## src/core/sdp_pkg.sv

```systemverilog
// Purpose: Shared constants for the synthesizer divider and power-down register bank.
// Assumes: A 24-bit programming word, MSB first, register-select code in bits 3..0.
// Notes: Rules carried by this block are listed below by tag.
// Function
// - Word is 20 data bits plus 4-bit select.
// - Main word bits 15..4 are denominator low bits.
// - Reference ratio taken directly from bits 21..16.
// - Reference value one is a legal ratio.
// - Bit 22 picks the small or large prescaler.
// - Main power-down bit zero means normal operation.
// - Main power-down one powers down, charge pump floats.
// - Chip-enable low forces main loop down.
// - Auto power-up beats the main power-down bit.
// - Main power-down bit rules only when unforced.
// - Aux power-down bit and chip-enable control aux loop.
// - Auto power-up plus frequency word clears aux down.
package sdp_pkg;

  // Word framing.
  localparam int unsigned WORD_BITS = 24;
  localparam int unsigned SEL_BITS = 4;
  localparam int unsigned CNT_BITS = 5;
  localparam logic [CNT_BITS-1:0] CNT_FULL = 5'h18;

  // Register-select codes.
  localparam logic [SEL_BITS-1:0] SEL_MAIN_WORD = 4'h3;
  localparam logic [SEL_BITS-1:0] SEL_AUX_WORD = 4'h5;

  // The frequency word is recognised by a clear bit 0 alone.
  localparam int unsigned FREQ_WORD_FLAG_POS = 0;

  // Field positions of the main-loop word.
  localparam int unsigned MAIN_PD_POS = 23;
  localparam int unsigned MAIN_PRESC_POS = 22;
  localparam int unsigned MAIN_REF_MSB = 21;
  localparam int unsigned MAIN_REF_LSB = 16;
  localparam int unsigned MAIN_FD_MSB = 15;
  localparam int unsigned MAIN_FD_LSB = 4;
  localparam int unsigned REF_BITS = 6;
  localparam int unsigned FD_LO_BITS = 12;
  localparam int unsigned FD_HI_BITS = 10;
  localparam int unsigned FD_BITS = 22;

  // Field positions of the auxiliary-loop word.
  localparam int unsigned AUX_PD_POS = 23;
  localparam int unsigned AUX_N_MSB = 22;
  localparam int unsigned AUX_N_LSB = 4;
  localparam int unsigned AUX_N_BITS = 19;

  // Values after reset: both loops parked in power-down.
  localparam logic RST_MAIN_PD = 1'b1;
  localparam logic RST_AUX_PD = 1'b1;
  localparam logic RST_PRESC = 1'b0;
  localparam logic [REF_BITS-1:0] RST_REF = 6'h01;
  localparam logic [FD_LO_BITS-1:0] RST_FD_LO = 12'h000;
  localparam logic [AUX_N_BITS-1:0] RST_AUX_N = 19'h00000;

  // Prescaler choices held by the select bit.
  typedef enum logic {
    SDP_PRESC_SMALL = 1'b0,
    SDP_PRESC_LARGE = 1'b1
  } sdp_presc_t;

endpackage : sdp_pkg

```

## src/core/sdp_serial_rx.sv

```systemverilog
// Purpose: Serial word receiver for 24-bit programming words.
// Assumes: Serial clock, data and latch are synchronous to clk.
// Notes: Data shifts MSB first on serial clock rising edges while latch is low.
`timescale 1ns/100ps
module sdp_serial_rx
  import sdp_pkg::*;
(
  input wire logic clk,
  input wire logic reset_n,
  input wire logic ser_clk,
  input wire logic ser_data,
  input wire logic ser_latch,
  output logic word_valid,
  output logic word_complete,
  output logic [WORD_BITS-1:0] word
);

  // Previous samples for edge detection.
  logic ser_clk_q;
  logic ser_latch_q;
  // Shift register and saturating bit count.
  logic [WORD_BITS-1:0] shift;
  logic [CNT_BITS-1:0] count;

  // Track previous pin levels.
  always_ff @(posedge clk) begin
    if (!reset_n) begin
      ser_clk_q <= 1'b0;
      ser_latch_q <= 1'b0;
    end else begin
      ser_clk_q <= ser_clk;
      ser_latch_q <= ser_latch;
    end
  end

  // Shift bits in while the latch is low; a latch rising edge restarts the count.
  always_ff @(posedge clk) begin
    if (!reset_n) begin
      shift <= '0;
      count <= '0;
    end else if (ser_latch && !ser_latch_q) begin
      count <= '0;
    end else if (!ser_latch && ser_clk && !ser_clk_q) begin
      shift <= {shift[WORD_BITS-2:0], ser_data};
      if (count != CNT_FULL) begin
        count <= count + 5'h01;
      end
    end
  end

  // Present the word on the latch rising edge; a short word is flagged.
  always_ff @(posedge clk) begin
    if (!reset_n) begin
      word_valid <= 1'b0;
      word_complete <= 1'b0;
      word <= '0;
    end else begin
      word_valid <= ser_latch && !ser_latch_q;
      if (ser_latch && !ser_latch_q) begin
        word <= shift;
        word_complete <= (count == CNT_FULL);
      end
    end
  end

endmodule // sdp_serial_rx

```

## src/core/sdp_power_ctl.sv

```systemverilog
// Purpose: Power state resolution for one synthesizer loop.
// Assumes: Chip enable is active high and synchronous to clk.
// Notes: Outputs are registered, one cycle behind their inputs.
`timescale 1ns/100ps
module sdp_power_ctl (
  input wire logic clk,
  input wire logic reset_n,
  input wire logic chip_enable,
  input wire logic force_up,
  input wire logic pd_bit,
  output logic powered,
  output logic cp_hiz
);

  // Resolved power state before the output flops.
  logic next_powered;

  // Chip enable low wins, then the forced power-up, then the stored bit.
  always_comb begin
    if (!chip_enable) begin
      next_powered = 1'b0;
    end else if (force_up) begin
      next_powered = 1'b1;
    end else begin
      next_powered = !pd_bit;
    end
  end

  // The charge pump floats whenever the loop is down.
  always_ff @(posedge clk) begin
    if (!reset_n) begin
      powered <= 1'b0;
      cp_hiz <= 1'b1;
    end else begin
      powered <= next_powered;
      cp_hiz <= !next_powered;
    end
  end

endmodule // sdp_power_ctl

```

## src/core/sdp_regs.sv

```systemverilog
// Purpose: Register bank holding the main and auxiliary loop programming words.
// Assumes: Host writes 24-bit words over serial clock, data and latch pins.
// Notes: Fields and power states are held in flops and driven straight out.
`timescale 1ns/100ps
module sdp_regs
  import sdp_pkg::*;
(
  // System clock, 200 MHz.
  input wire logic clk,
  // Synchronous active-low reset.
  input wire logic reset_n,
  // Serial programming pins.
  input wire logic ser_clk,
  input wire logic ser_data,
  input wire logic ser_latch,
  // Chip-enable pin, high to allow operation.
  input wire logic chip_enable,
  // Auto power-up control, held in another word of the device.
  input wire logic auto_powerup_on_write,
  // Upper denominator bits, held in another word of the device.
  input wire logic [FD_HI_BITS-1:0] main_frac_denominator_hi,
  // Main-loop fields.
  output logic main_loop_powerdown_bit,
  output logic main_prescaler_select,
  output logic [REF_BITS-1:0] main_ref_divider,
  output logic [FD_BITS-1:0] main_frac_denominator,
  // Auxiliary-loop fields.
  output logic aux_loop_powerdown_bit,
  output logic [AUX_N_BITS-1:0] aux_feedback_divider,
  // Resolved power states.
  output logic main_loop_powered,
  output logic main_cp_hiz,
  output logic aux_loop_powered,
  output logic aux_cp_hiz,
  // Status: one-cycle pulse for a short word that was dropped.
  output logic word_rejected
);

  // Received word, its strobe and its completeness.
  logic rx_valid;
  logic rx_complete;
  logic [WORD_BITS-1:0] rx_word;
  // Register-select code of the received word.
  logic [SEL_BITS-1:0] rx_sel;
  // Qualified write strobes for each word.
  logic wr_main;
  logic wr_aux;
  logic wr_freq;
  // Low denominator bits as stored.
  logic [FD_LO_BITS-1:0] fd_lo;
  // Main loop held up by an auto power-up event until the main word is rewritten.
  logic main_auto_up;

  // Serial receiver that frames the programming words.
  sdp_serial_rx u_rx (
    .clk(clk),
    .reset_n(reset_n),
    .ser_clk(ser_clk),
    .ser_data(ser_data),
    .ser_latch(ser_latch),
    .word_valid(rx_valid),
    .word_complete(rx_complete),
    .word(rx_word)
  );

  // Select code sits in the lowest four bits of each word.
  assign rx_sel = rx_word[SEL_BITS-1:0];

  // Main and aux strobes fire only for a full word with a matching code; the frequency strobe for a full word with bit 0 clear.
  assign wr_main = rx_valid && rx_complete && (rx_sel == SEL_MAIN_WORD);
  assign wr_aux = rx_valid && rx_complete && (rx_sel == SEL_AUX_WORD);
  assign wr_freq = rx_valid && rx_complete && !rx_word[FREQ_WORD_FLAG_POS];

  // Main-loop word fields; other codes leave them untouched.
  always_ff @(posedge clk) begin
    if (!reset_n) begin
      main_loop_powerdown_bit <= RST_MAIN_PD;
      main_prescaler_select <= RST_PRESC;
      main_ref_divider <= RST_REF;
      fd_lo <= RST_FD_LO;
    end else if (wr_main) begin
      // Power-down bit is the top data bit.
      main_loop_powerdown_bit <= rx_word[MAIN_PD_POS];
      // Zero picks the 16/17/20/21 prescaler, one the 32/33/36/37.
      main_prescaler_select <= rx_word[MAIN_PRESC_POS];
      // Ratio is the binary field itself, so one divides by one.
      main_ref_divider <= rx_word[MAIN_REF_MSB:MAIN_REF_LSB];
      // Low denominator bits.
      fd_lo <= rx_word[MAIN_FD_MSB:MAIN_FD_LSB];
    end
  end

  // Full denominator joins the held upper bits to the stored lower bits.
  always_ff @(posedge clk) begin
    if (!reset_n) begin
      main_frac_denominator <= '0;
    end else begin
      main_frac_denominator <= {main_frac_denominator_hi, fd_lo};
    end
  end

  // Auxiliary-loop word fields.
  always_ff @(posedge clk) begin
    if (!reset_n) begin
      aux_feedback_divider <= RST_AUX_N;
    end else if (wr_aux) begin
      // Divider sits just above the select code.
      aux_feedback_divider <= rx_word[AUX_N_MSB:AUX_N_LSB];
    end
  end

  // Aux power-down bit: written by its word, cleared by an auto power-up event.
  always_ff @(posedge clk) begin
    if (!reset_n) begin
      aux_loop_powerdown_bit <= RST_AUX_PD;
    end else if (wr_aux) begin
      aux_loop_powerdown_bit <= rx_word[AUX_PD_POS];
    end else if (wr_freq && auto_powerup_on_write) begin
      aux_loop_powerdown_bit <= 1'b0;
    end
  end

  // Auto power-up of the main loop lasts until the main word takes control again.
  always_ff @(posedge clk) begin
    if (!reset_n) begin
      main_auto_up <= 1'b0;
    end else if (wr_freq && auto_powerup_on_write) begin
      main_auto_up <= 1'b1;
    end else if (wr_main) begin
      main_auto_up <= 1'b0;
    end
  end

  // Dropped short words are reported for one cycle.
  always_ff @(posedge clk) begin
    if (!reset_n) begin
      word_rejected <= 1'b0;
    end else begin
      word_rejected <= rx_valid && !rx_complete;
    end
  end

  // Main loop power resolution with chip-enable and auto power-up precedence.
  sdp_power_ctl u_main_pwr (
    .clk(clk),
    .reset_n(reset_n),
    .chip_enable(chip_enable),
    .force_up(main_auto_up),
    .pd_bit(main_loop_powerdown_bit),
    .powered(main_loop_powered),
    .cp_hiz(main_cp_hiz)
  );

  // Aux loop power: auto power-up acts by clearing the bit, so no force here.
  sdp_power_ctl u_aux_pwr (
    .clk(clk),
    .reset_n(reset_n),
    .chip_enable(chip_enable),
    .force_up(1'b0),
    .pd_bit(aux_loop_powerdown_bit),
    .powered(aux_loop_powered),
    .cp_hiz(aux_cp_hiz)
  );

endmodule // sdp_regs

```

## config.mk

```make
export PLATFORM = sky130hd
export DESIGN_NAME = sdp_regs
export DESIGN_NICKNAME = d
export VERILOG_FILES = /design/src/core/sdp_pkg.sv /design/src/core/sdp_serial_rx.sv /design/src/core/sdp_power_ctl.sv /design/src/core/sdp_regs.sv
export SDC_FILE = /design/constraint.sdc
export NUM_CORES = 1
export LEC_CHECK = 0
export BUFFER_PORTS_ARGS = -buffer_cell sky130_fd_sc_hd__buf_2
export CAP_MARGIN = 10
export CELL_PAD_IN_SITES_DETAIL_PLACEMENT = 1
export CELL_PAD_IN_SITES_GLOBAL_PLACEMENT = 1
export CORE_MARGIN = 2
export CORE_UTILIZATION = 40
export CTS_CLUSTER_DIAMETER = 80
export DETAILED_ROUTE_END_ITERATION = 10
export GPL_TIMING_DRIVEN = 0
export PLACE_DENSITY_LB_ADDON = 0.1
export SYNTH_ARGS = -nofsm -noshare
export SYNTH_HDL_FRONTEND = slang
export SYNTH_SLANG_ARGS = --single-unit
```

## constraint.sdc

```tcl
create_clock -name clk -period 1.5 [get_ports clk]
set_clock_uncertainty 0.05 [all_clocks]
set_input_delay 0.15 -clock clk [delete_from_list [all_inputs] [get_ports clk]]
set_output_delay 0.15 -clock clk [all_outputs]
set_load 0.02 [all_outputs]
```

# Word level (Yosys, flattened, before mapping)
# Index checks and enable logic that the tools add are counted.
# Widths: inputs -> output; s select.
totals:
  elab_cells: 57
  in_bits: 17
  output_inout_bits: 55
  register_bits: 125
classes:
  bitwise_logic: 2
  eq_ne: 4
  mux: 7
  n_reduce_logical: 23
  addsub: 1
op_table:
  columns: ["op", "n"]
  rows:
  - ["$logic_and 1x1->1", 9]
  - ["$logic_not 1->1", 9]
  - ["$mux 1", 7]
  - ["$add 5x1->5 const B", 1]
  - ["$eq 5x5->1 const B", 1]
  - ["$ne 5x5->1 const B", 1]
  - ["$eq 4x2->1 const B", 1]
  - ["$eq 4x3->1 const B", 1]
  - ["$reduce_and 2->1", 2]
  - ["$reduce_bool 2->1", 2]
  - ["$not 1->1", 2]
  - ["$reduce_or 2->1", 1]

# Logic depth before layout (Yosys ltp)
# Gate-level depths: netlist (run 1).
depth:
  word_depth: 5
  depth_mapped: 5
  ltp_nobuf: 5

# Hierarchy
# Synthesis (run 1) repeated with hierarchy kept, for this count alone.
unflattened:
  cells_unflattened: 421
  hier_area_um2: 4320.4
modules_own_cells:
  columns: ["mod", "cells_per_inst", "area_each_um2", "n_inst", "seq_area_each_um2"]
  rows:
  - ["sdp_regs", 213, 2218.4, 1, 1281.2]
  - ["sdp_serial_rx", 198, 1979.4, 1, 1141.1]
  - ["sdp_power_ctl", 5, 61.3, 2, 40.0]

# Least setup slack after synthesis (run 1)
# Ideal clock, no wire load.
synth_timing:
  path_type: "register to register"
  startpoint: "register u_rx.count[0]"
  endpoint: "register u_rx.count[0]"
  required_ns: 1.380
  setup_slack_ns: 0.154
  path_stages_with_launch: 6
  synth_period_minus_slack_ns: 1.346
  path_buffers: 0
  setup_ns: 0.070
  arrival_ns: 1.226
  path_cell_list: "dfxtp_1 > inv_1 > ha_1 > and4b_1 > or3_1 > a21boi_1"
synth_via:
  elab_chain_len: 2
  word_cells_on_any_way: 3
  cone_classes: "add/sub: 1; eq/ne: 1; reduce/logical: 1"
synth_rtl:
  columns: ["item", "line", "source"]
  rows:
  - ["start, declared", "sdp_serial_rx.sv:23", "logic [CNT_BITS-1:0] count;"]
  - ["start signal, assigned", "sdp_serial_rx.sv:46", "count <= count + 5'h01;"]
  - ["parallel branches: the longest is 2 deep, another holds $add 5x1->5", null, null]
# Several ways; the timed one is not identified.
# A chain may end at the register's enable or synchronous reset.

# Final worst setup path (run 1)
layout_timing:
  startpoint: "input ser_latch"
  endpoint: "register u_rx.shift[22]"
layout_via:
  elab_chain_len: 4
  word_cells_on_any_way: 6
  cone_classes: "bitwise: 1; reduce/logical: 5"
layout_rtl:
  columns: ["item", "line", "source"]
  rows:
  - ["start, declared", "sdp_regs.sv:15", "input wire logic ser_latch,"]
  - ["$logic_not 1->1", "sdp_serial_rx.sv:43", "end else if (!ser_latch && ser_clk && !ser_clk_q) begin"]
  - ["$logic_and 1x1->1 (2 in a row)", "sdp_serial_rx.sv:43", null]
  - ["$reduce_and 2->1 (no source line) (*)", null, null]
  - ["end signal, assigned", "sdp_serial_rx.sv:44", "shift <= {shift[WORD_BITS-2:0], ser_data};"]
  - ["end, declared", "sdp_serial_rx.sv:22", "logic [WORD_BITS-1:0] shift;"]
# Every way passes the cells marked *; elsewhere a longest branch is shown, timed or not.

==> results.sh, run 1 <==
export IMPL_hold_slack_ps=329
export IMPL_r2r_setup_slack_ps=70
export IMPL_clkTransAtPathRegs_ps=60
export IMPL_crit_path_max_fanout=10
export IMPL_diodes=0
export IMPL_path_cells="dlygate4sd3_1, buf_2, or3b_4, buf_4, buf_4, nand2_1, a21oi_1"
export IMPL_port_buffers=70
export IMPL_first_pass_iters=4
export IMPL_grt_first_pass_wirelength_um=16200
export IMPL_hold_start="main_frac_denominator_hi[5]"
export IMPL_fp_dieArea_um2=11400
export IMPL_synthArstFlopShare_pct=0
export IMPL_vias=3253
export IMPL_die_h_um=107
export IMPL_drive_gt1_share_pct=24.7
export IMPL_setup_violations=0
export IMPL_final_common_cell="dfxtp_1"
export IMPL_r2r_end="u_rx.shift[22]"
export IMPL_io_pins=72
export IMPL_min_to="main_frac_denominator[17]"
export IMPL_cap_violations=0
export IMPL_cp_start_kind="input port"
export IMPL_yosysSeqAreaShare_pct=59.1
export IMPL_cts_buffer_depth=2
export IMPL_r2r_cells=5
export IMPL_dp_slack_ps=-50.0
export IMPL_min_path_type="input port to register"
export IMPL_wl_per_cell_um=14.8
export IMPL_status="completed"
export IMPL_dp_cells=626
export IMPL_syn_area_per_cell_um2=10.1
export IMPL_clk_latency_ps=520
export IMPL_ys_types=34
export IMPL_grt_pass1_vias=3191
export IMPL_synth_nets=439
export IMPL_clock_sinks=125
export IMPL_cts_tree="yes"
export IMPL_layout_common_cells="dfxtp_1, nand2_1, buf_2"
export IMPL_critical_path_buf_inv_count=4
export IMPL_critical_path_most_common_cell="buf_4"
export IMPL_area_delta_synth_final_pct=31.0
export IMPL_grtUsageTotal_pct=18.6
export IMPL_ctsHtreeMaxLevel=4
export IMPL_antenna_found_initial=0
export IMPL_drtAntennaViolNets=0
export IMPL_crit_path_start="ser_latch"
export IMPL_globalplace_congestion=0.741
export IMPL_layout_cells_non_filler=675
export IMPL_power_static_leakage_nw=2.19
export IMPL_crit_type="input port to register"
export IMPL_die_w_um=107
export IMPL_critPathRequiredTime_ps=1840
export IMPL_initial_core_util_pct=41.2
export IMPL_crit_path_top_delay_cell="dlygate4sd3_1"
export IMPL_worstMarginPinSlew_ps=453
export IMPL_netlist_area_um2=4230
export IMPL_rows=37
export IMPL_vdd_ir_drop_max_v=0.000718
export IMPL_ys_warn_count=0
export IMPL_synthCells=420
export IMPL_nets=546
export IMPL_drt_total_wl_um=9990
export IMPL_cts_made_buffers=17
export IMPL_dp_hpwl_um=7050
export IMPL_max_stage_delay_ps=530
export IMPL_synth_edf_count=0
export IMPL_ys_ff_latch=125
export IMPL_drtIter0Drc=96
export IMPL_r2r_start="u_rx.ser_clk_q"
export IMPL_drc=0
export IMPL_powerDensity_nw_per_um2=1370
export IMPL_end_kind="register"
export IMPL_grt_max_degree=17
export IMPL_post_route_period_util_pct=95.5
export IMPL_timing_slew_headroom_pct=69.8
export IMPL_worstPathArrival_ps=1770
export IMPL_max_freq_mhz=698
export IMPL_final_min_clock_period_ps=1430
export IMPL_viasPerCell=4.82
export IMPL_hold_viol=0
export IMPL_hold_path_cell_count=3
export IMPL_ys_flop_type="dfxtp_1"
export IMPL_fp_coreArea_um2=10300
export IMPL_clock_root_buffer="clkbuf_8"
export IMPL_fin_ws_ps=67.8
export IMPL_slew_violations=0
export IMPL_grt_ovfl_total=0
export IMPL_cpLargestDelayFamily="buffers and inverters"
## through the flow
step	utilization [%]	instance area [um^2]	TNS [ps]	power, W
6_report	54.0	5550	0	0.00762
2_1_floorplan	-	4230	0	0.00356
3_3_place_gp	46.2	4750	0	0.00363
3_5_place_dp	46.2	4750	-677	0.00363
4_1_cts	53.6	5510	0	0.00770
5_1_grt	54.0	5550	-2.67	0.00789
## sequential cells by signal (all words and copies together) (netlist names), 5 cells and up
name                   cells
aux_feedback_divider      19
u_rx.count                 5
main_frac_denominator     22
u_rx.word                 24
fd_lo                     12
u_rx.shift                24
main_ref_divider           6
## where the power goes
part / internal (W) / total, W / switching (W)
combinational: 0.0000968 / 0.000247 / 0.000150
sequential: 0.00335 / 0.00336 / 0.00000970
clock: 0.00260 / 0.00402 / 0.00142
total: 0.00604 / 0.00762 / 0.00158
## synth_stat cells, types with 2 or more instances
library cell / n / area share [%]
dfxtp_1: 125 / 59
a22o_1: 25 / 5.2
o21ai_0: 17 / 2.0
and2_1: 25 / 3.7
a21oi_1: 26 / 3.1
ha_1: 2 / 0.59
nand2_1: 95 / 8.4
nand3b_1: 2 / 0.35
buf_2: 10 / 1.2
inv_1: 7 / 0.62
nand2b_1: 2 / 0.30
buf_6: 2 / 0.53
nand4b_1: 2 / 0.41
a21boi_1: 2 / 0.35
nor2_2: 2 / 0.30
o31ai_1: 13 / 2.3
nor2_1: 2 / 0.18
mux2i_1: 26 / 6.2
buf_4: 2 / 0.35
o311ai_0: 2 / 0.41
nor3b_2: 2 / 0.59
nand3_1: 3 / 0.35
or3_1: 2 / 0.30
clkbuf_1: 14 / 1.2
## tightest hold or removal path, cell delays in order
cell and delay [ps]:
dlygate4sd3_1 520, buf_2 90, and2_1 100
## kinds of logic (layout without fill, tap and decap cells)
logic type,Yosys count,in the layout,synth area share (%)
AND/OR/NAND/NOR,141,141,15.9
flip-flops,125,125,59.1
AO/OA/AOI/OAI,89,89,14.1
buffers and inverters,37,156,4.11
multiplexers,26,26,6.15
adder cells (fa/ha/maj),2,2,0.591
## how the worst max path moves through the flow
stage                                           to  slack (ps)  depth (start not counted)
after floorplan                      u_rx.count[0]         150                          5
after global placement      aux_loop_powerdown_bit          10                          4
after detailed placement  aux_feedback_divider[12]         -50                          4
after CTS                            u_rx.count[0]          10                          5
after global routing                u_rx.shift[22]          -3                          7
final                               u_rx.shift[22]          70                          7
## cell type report
cell class	instances	area, um^2
fill	1175	4730
sequential	125	2500
multi-input combinational	258	1570
timing repair buffer	88	526
clock buffer	20	445
tap	136	170
buffer	29	156
clock inverter	11	143
inverter	8	30.0
## repair_timing
action	in CTS	in global routing
hold buffers	16	0
pin swaps	1	0
setup endpoints to repair	21	61
buffers inserted	1	1
endpoints found under the hold margin	21	0
gates resized for setup	1	24
## per-layer routing
metal / vias to the layer above / share of wire (%) / track usage [%]
met1: 1528 / 48 / 24.3
met3: 14 / 3.7 / 5.17
li1: 1651 / - / -
met2: 60 / 47 / 28.4
met5: - / 0 / 0
met4: 0 / 1.5 / 8.63
Note: power is estimated with default switching activity, not from simulation.
==> run 2: changes to the inputs <==
--- a/config.mk
+++ b/config.mk
@@ -10,7 +10,7 @@
 export CELL_PAD_IN_SITES_DETAIL_PLACEMENT = 1
 export CELL_PAD_IN_SITES_GLOBAL_PLACEMENT = 1
 export CORE_MARGIN = 2
-export CORE_UTILIZATION = 40
+export CORE_UTILIZATION = 32
 export CTS_CLUSTER_DIAMETER = 80
 export DETAILED_ROUTE_END_ITERATION = 10
 export GPL_TIMING_DRIVEN = 0
==> run 2 against run 1 <==
Worst hold slack worse by 300 ps. Total power down 1.5%. Global-route usage down 3.0 points. Critical path type is now register to register. Critical endpoint is now u_rx.word[10].
==> results.sh, run 2 (synthesis gave the netlist of run 1 again) <==
export IMPL_drtIter0Drc=109
export IMPL_die_w_um=119
export IMPL_cap_violations=0
export IMPL_end_kind="register"
export IMPL_r2r_end="u_rx.word[10]"
export IMPL_port_buffers=70
export IMPL_fp_coreArea_um2=13100
export IMPL_r2r_cells=5
export IMPL_powerDensity_nw_per_um2=1350
export IMPL_status="completed"
export IMPL_dp_hpwl_um=7530
export IMPL_drtAntennaViolNets=0
export IMPL_slew_violations=0
export IMPL_clockPowerShare_pct=52.1
export IMPL_clock_root_buffer="clkbuf_16"
export IMPL_critPathRequiredTime_ps=1750
export IMPL_cts_tree="yes"
export IMPL_nets=543
export IMPL_area_delta_synth_final_pct=31.0
export IMPL_cts_buffer_depth=2
export IMPL_worstPathArrival_ps=1670
export IMPL_hold_path_cell_count=3
export IMPL_vdd_ir_drop_max_v=0.000663
export IMPL_p_int_w=0.00595
export IMPL_fp_dieArea_um2=14200
export IMPL_min_to="main_auto_up"
export IMPL_fin_setup_tns_ps=0
export IMPL_crit_path_top_delay_cell="dfxtp_1"
export IMPL_clock_sinks=125
export IMPL_worstMarginPinSlew_ps=489
export IMPL_cts_made_buffers=17
export IMPL_io_pins=72
export IMPL_clkTransAtPathRegs_ps=50
export IMPL_wl_per_cell_um=14.4
export IMPL_top_regs="u_rx.shift: 24 flops, u_rx.word: 24 flops, main_frac_denominator: 22 flops"
export IMPL_globalplace_congestion=0.731
export IMPL_drc=0
export IMPL_grt_pass1_vias=3240
export IMPL_drive_gt1_share_pct=23.6
export IMPL_max_stage_delay_ps=290
export IMPL_min_path_type="input port to register"
export IMPL_utilization_pct=42.4
export IMPL_r2r_start="u_rx.ser_latch_q"
export IMPL_antenna_found_initial=0
export IMPL_post_route_period_util_pct=94.7
export IMPL_drt_total_wl_um=10300
export IMPL_initial_core_util_pct=32.3
export IMPL_layout_common_cells="dfxtp_1, nand2_1, buf_2"
export IMPL_timing_slew_headroom_pct=67.4
export IMPL_r2r_setup_slack_ps=80
export IMPL_hold_viol=0
export IMPL_vias=3239
export IMPL_switching_share_pct=20.7
export IMPL_grt_ovfl_total=0
export IMPL_hold_start="auto_powerup_on_write"
export IMPL_switchingPower_w=0.00155
export IMPL_ctsHtreeMaxLevel=4
export IMPL_first_pass_iters=4
export IMPL_die_h_um=119
export IMPL_rows=42
export IMPL_cp_start_kind="register"
export IMPL_crit_path_max_fanout=10
export IMPL_final_common_cell="dfxtp_1"
export IMPL_crit_type="register to register"
export IMPL_grt_first_pass_wirelength_um=16900
export IMPL_viasPerCell=4.54
export IMPL_diodes=0
export IMPL_max_freq_mhz=704
export IMPL_path_cells="nand2b_2, and2_1, buf_2, buf_6, a22o_1"
export IMPL_setup_violations=0
export IMPL_power_static_leakage_nw=2.18
export IMPL_final_min_clock_period_ps=1420
export IMPL_clk_latency_ps=410
export IMPL_grt_max_degree=17
export IMPL_grtUsageTotal_pct=15.5
export IMPL_comb_power_share_pct=3.2
export IMPL_seqPwrFrac_pct=44.7
## run 2: cell types whose count changed in the layout (fill, tap and decap cells not counted), sizes merged
cell,delta
buf,+1
clkinv,+3
clkbuf,+3
clkinvlp,-5
dlygate4sd3,-3
bufinv,-1
## run 2: cell type report
class | instances | area [um^2]
inverter | 8 | 30.0
clock inverter | 8 | 90.1
buffer | 29 | 156
fill | 1476 | 7540
multi-input combinational | 258 | 1570
timing repair buffer | 85 | 495
sequential | 125 | 2510
clock buffer | 24 | 472
tap | 176 | 220
## run 2: per-layer routing
metal	vias up	wire length (um)	global-route usage, %
met5	-	0	0
met4	0	206	7.14
met3	17	365	4.89
met2	55	4600	23.5
met1	1520	5110	20.1
li1	1647	-	-
## run 2: worst max-delay path: cells and delay by family (launching register included)
family | cells | cell delay, ps
buffers and inverters | 2 | 340
DFF | 1 | 290
AOI/OAI and AO/OA | 1 | 230
and+or+nand+nor | 2 | 390
## run 2: power by group through the flow
stage,Sequential (W),Combinational [W],Clock [W]
2_1_floorplan,0.00344,0.000112,0
3_3_place_gp,0.00342,0.000208,0
3_5_place_dp,0.00343,0.000212,0
4_1_cts,0.00335,0.000239,0.00400
5_1_grt,0.00336,0.000266,0.00417
6_report,0.00336,0.000240,0.00391
## run 2: worst max-delay path by stage
stage	from	depth (start not counted)	to	slack (ps)
2_1_floorplan	u_rx.count[0]	5	u_rx.count[0]	150
3_3_place_gp	u_rx.word_complete	4	aux_loop_powerdown_bit	-1
3_5_place_dp	u_rx.word[3]	4	aux_loop_powerdown_bit	-40
4_1_cts	u_rx.ser_clk_q	5	u_rx.shift[19]	0.6
5_1_grt	u_rx.count[0]	5	u_rx.count[0]	-2
6_report	u_rx.ser_latch_q	5	u_rx.word[10]	80
## run 2: through the flow
step / power [W] / hold WS (ps) / setup slack (ps) / area (um^2) / std cells
4_1_cts: 0.00760 / 1.13 / 0.584 / 5500 / 712
3_5_place_dp: 0.00364 / 312 / -42.4 / 4800 / 666
3_3_place_gp: 0.00363 / 305 / -1.32 / 4800 / 666
2_1_floorplan: 0.00356 / 222 / 154 / 4230 / 420
5_1_grt: 0.00779 / 29.1 / -2.46 / 5540 / 713
6_report: 0.00750 / 26.2 / 79.8 / 5540 / 713
## run 2: what timing repair did
action,in CTS,in global routing
hold endpoints to repair,13,0
gates resized for setup,0,22
buffers inserted,1,1
setup endpoints to repair,20,61
pin swaps,0,0
hold buffers,13,0
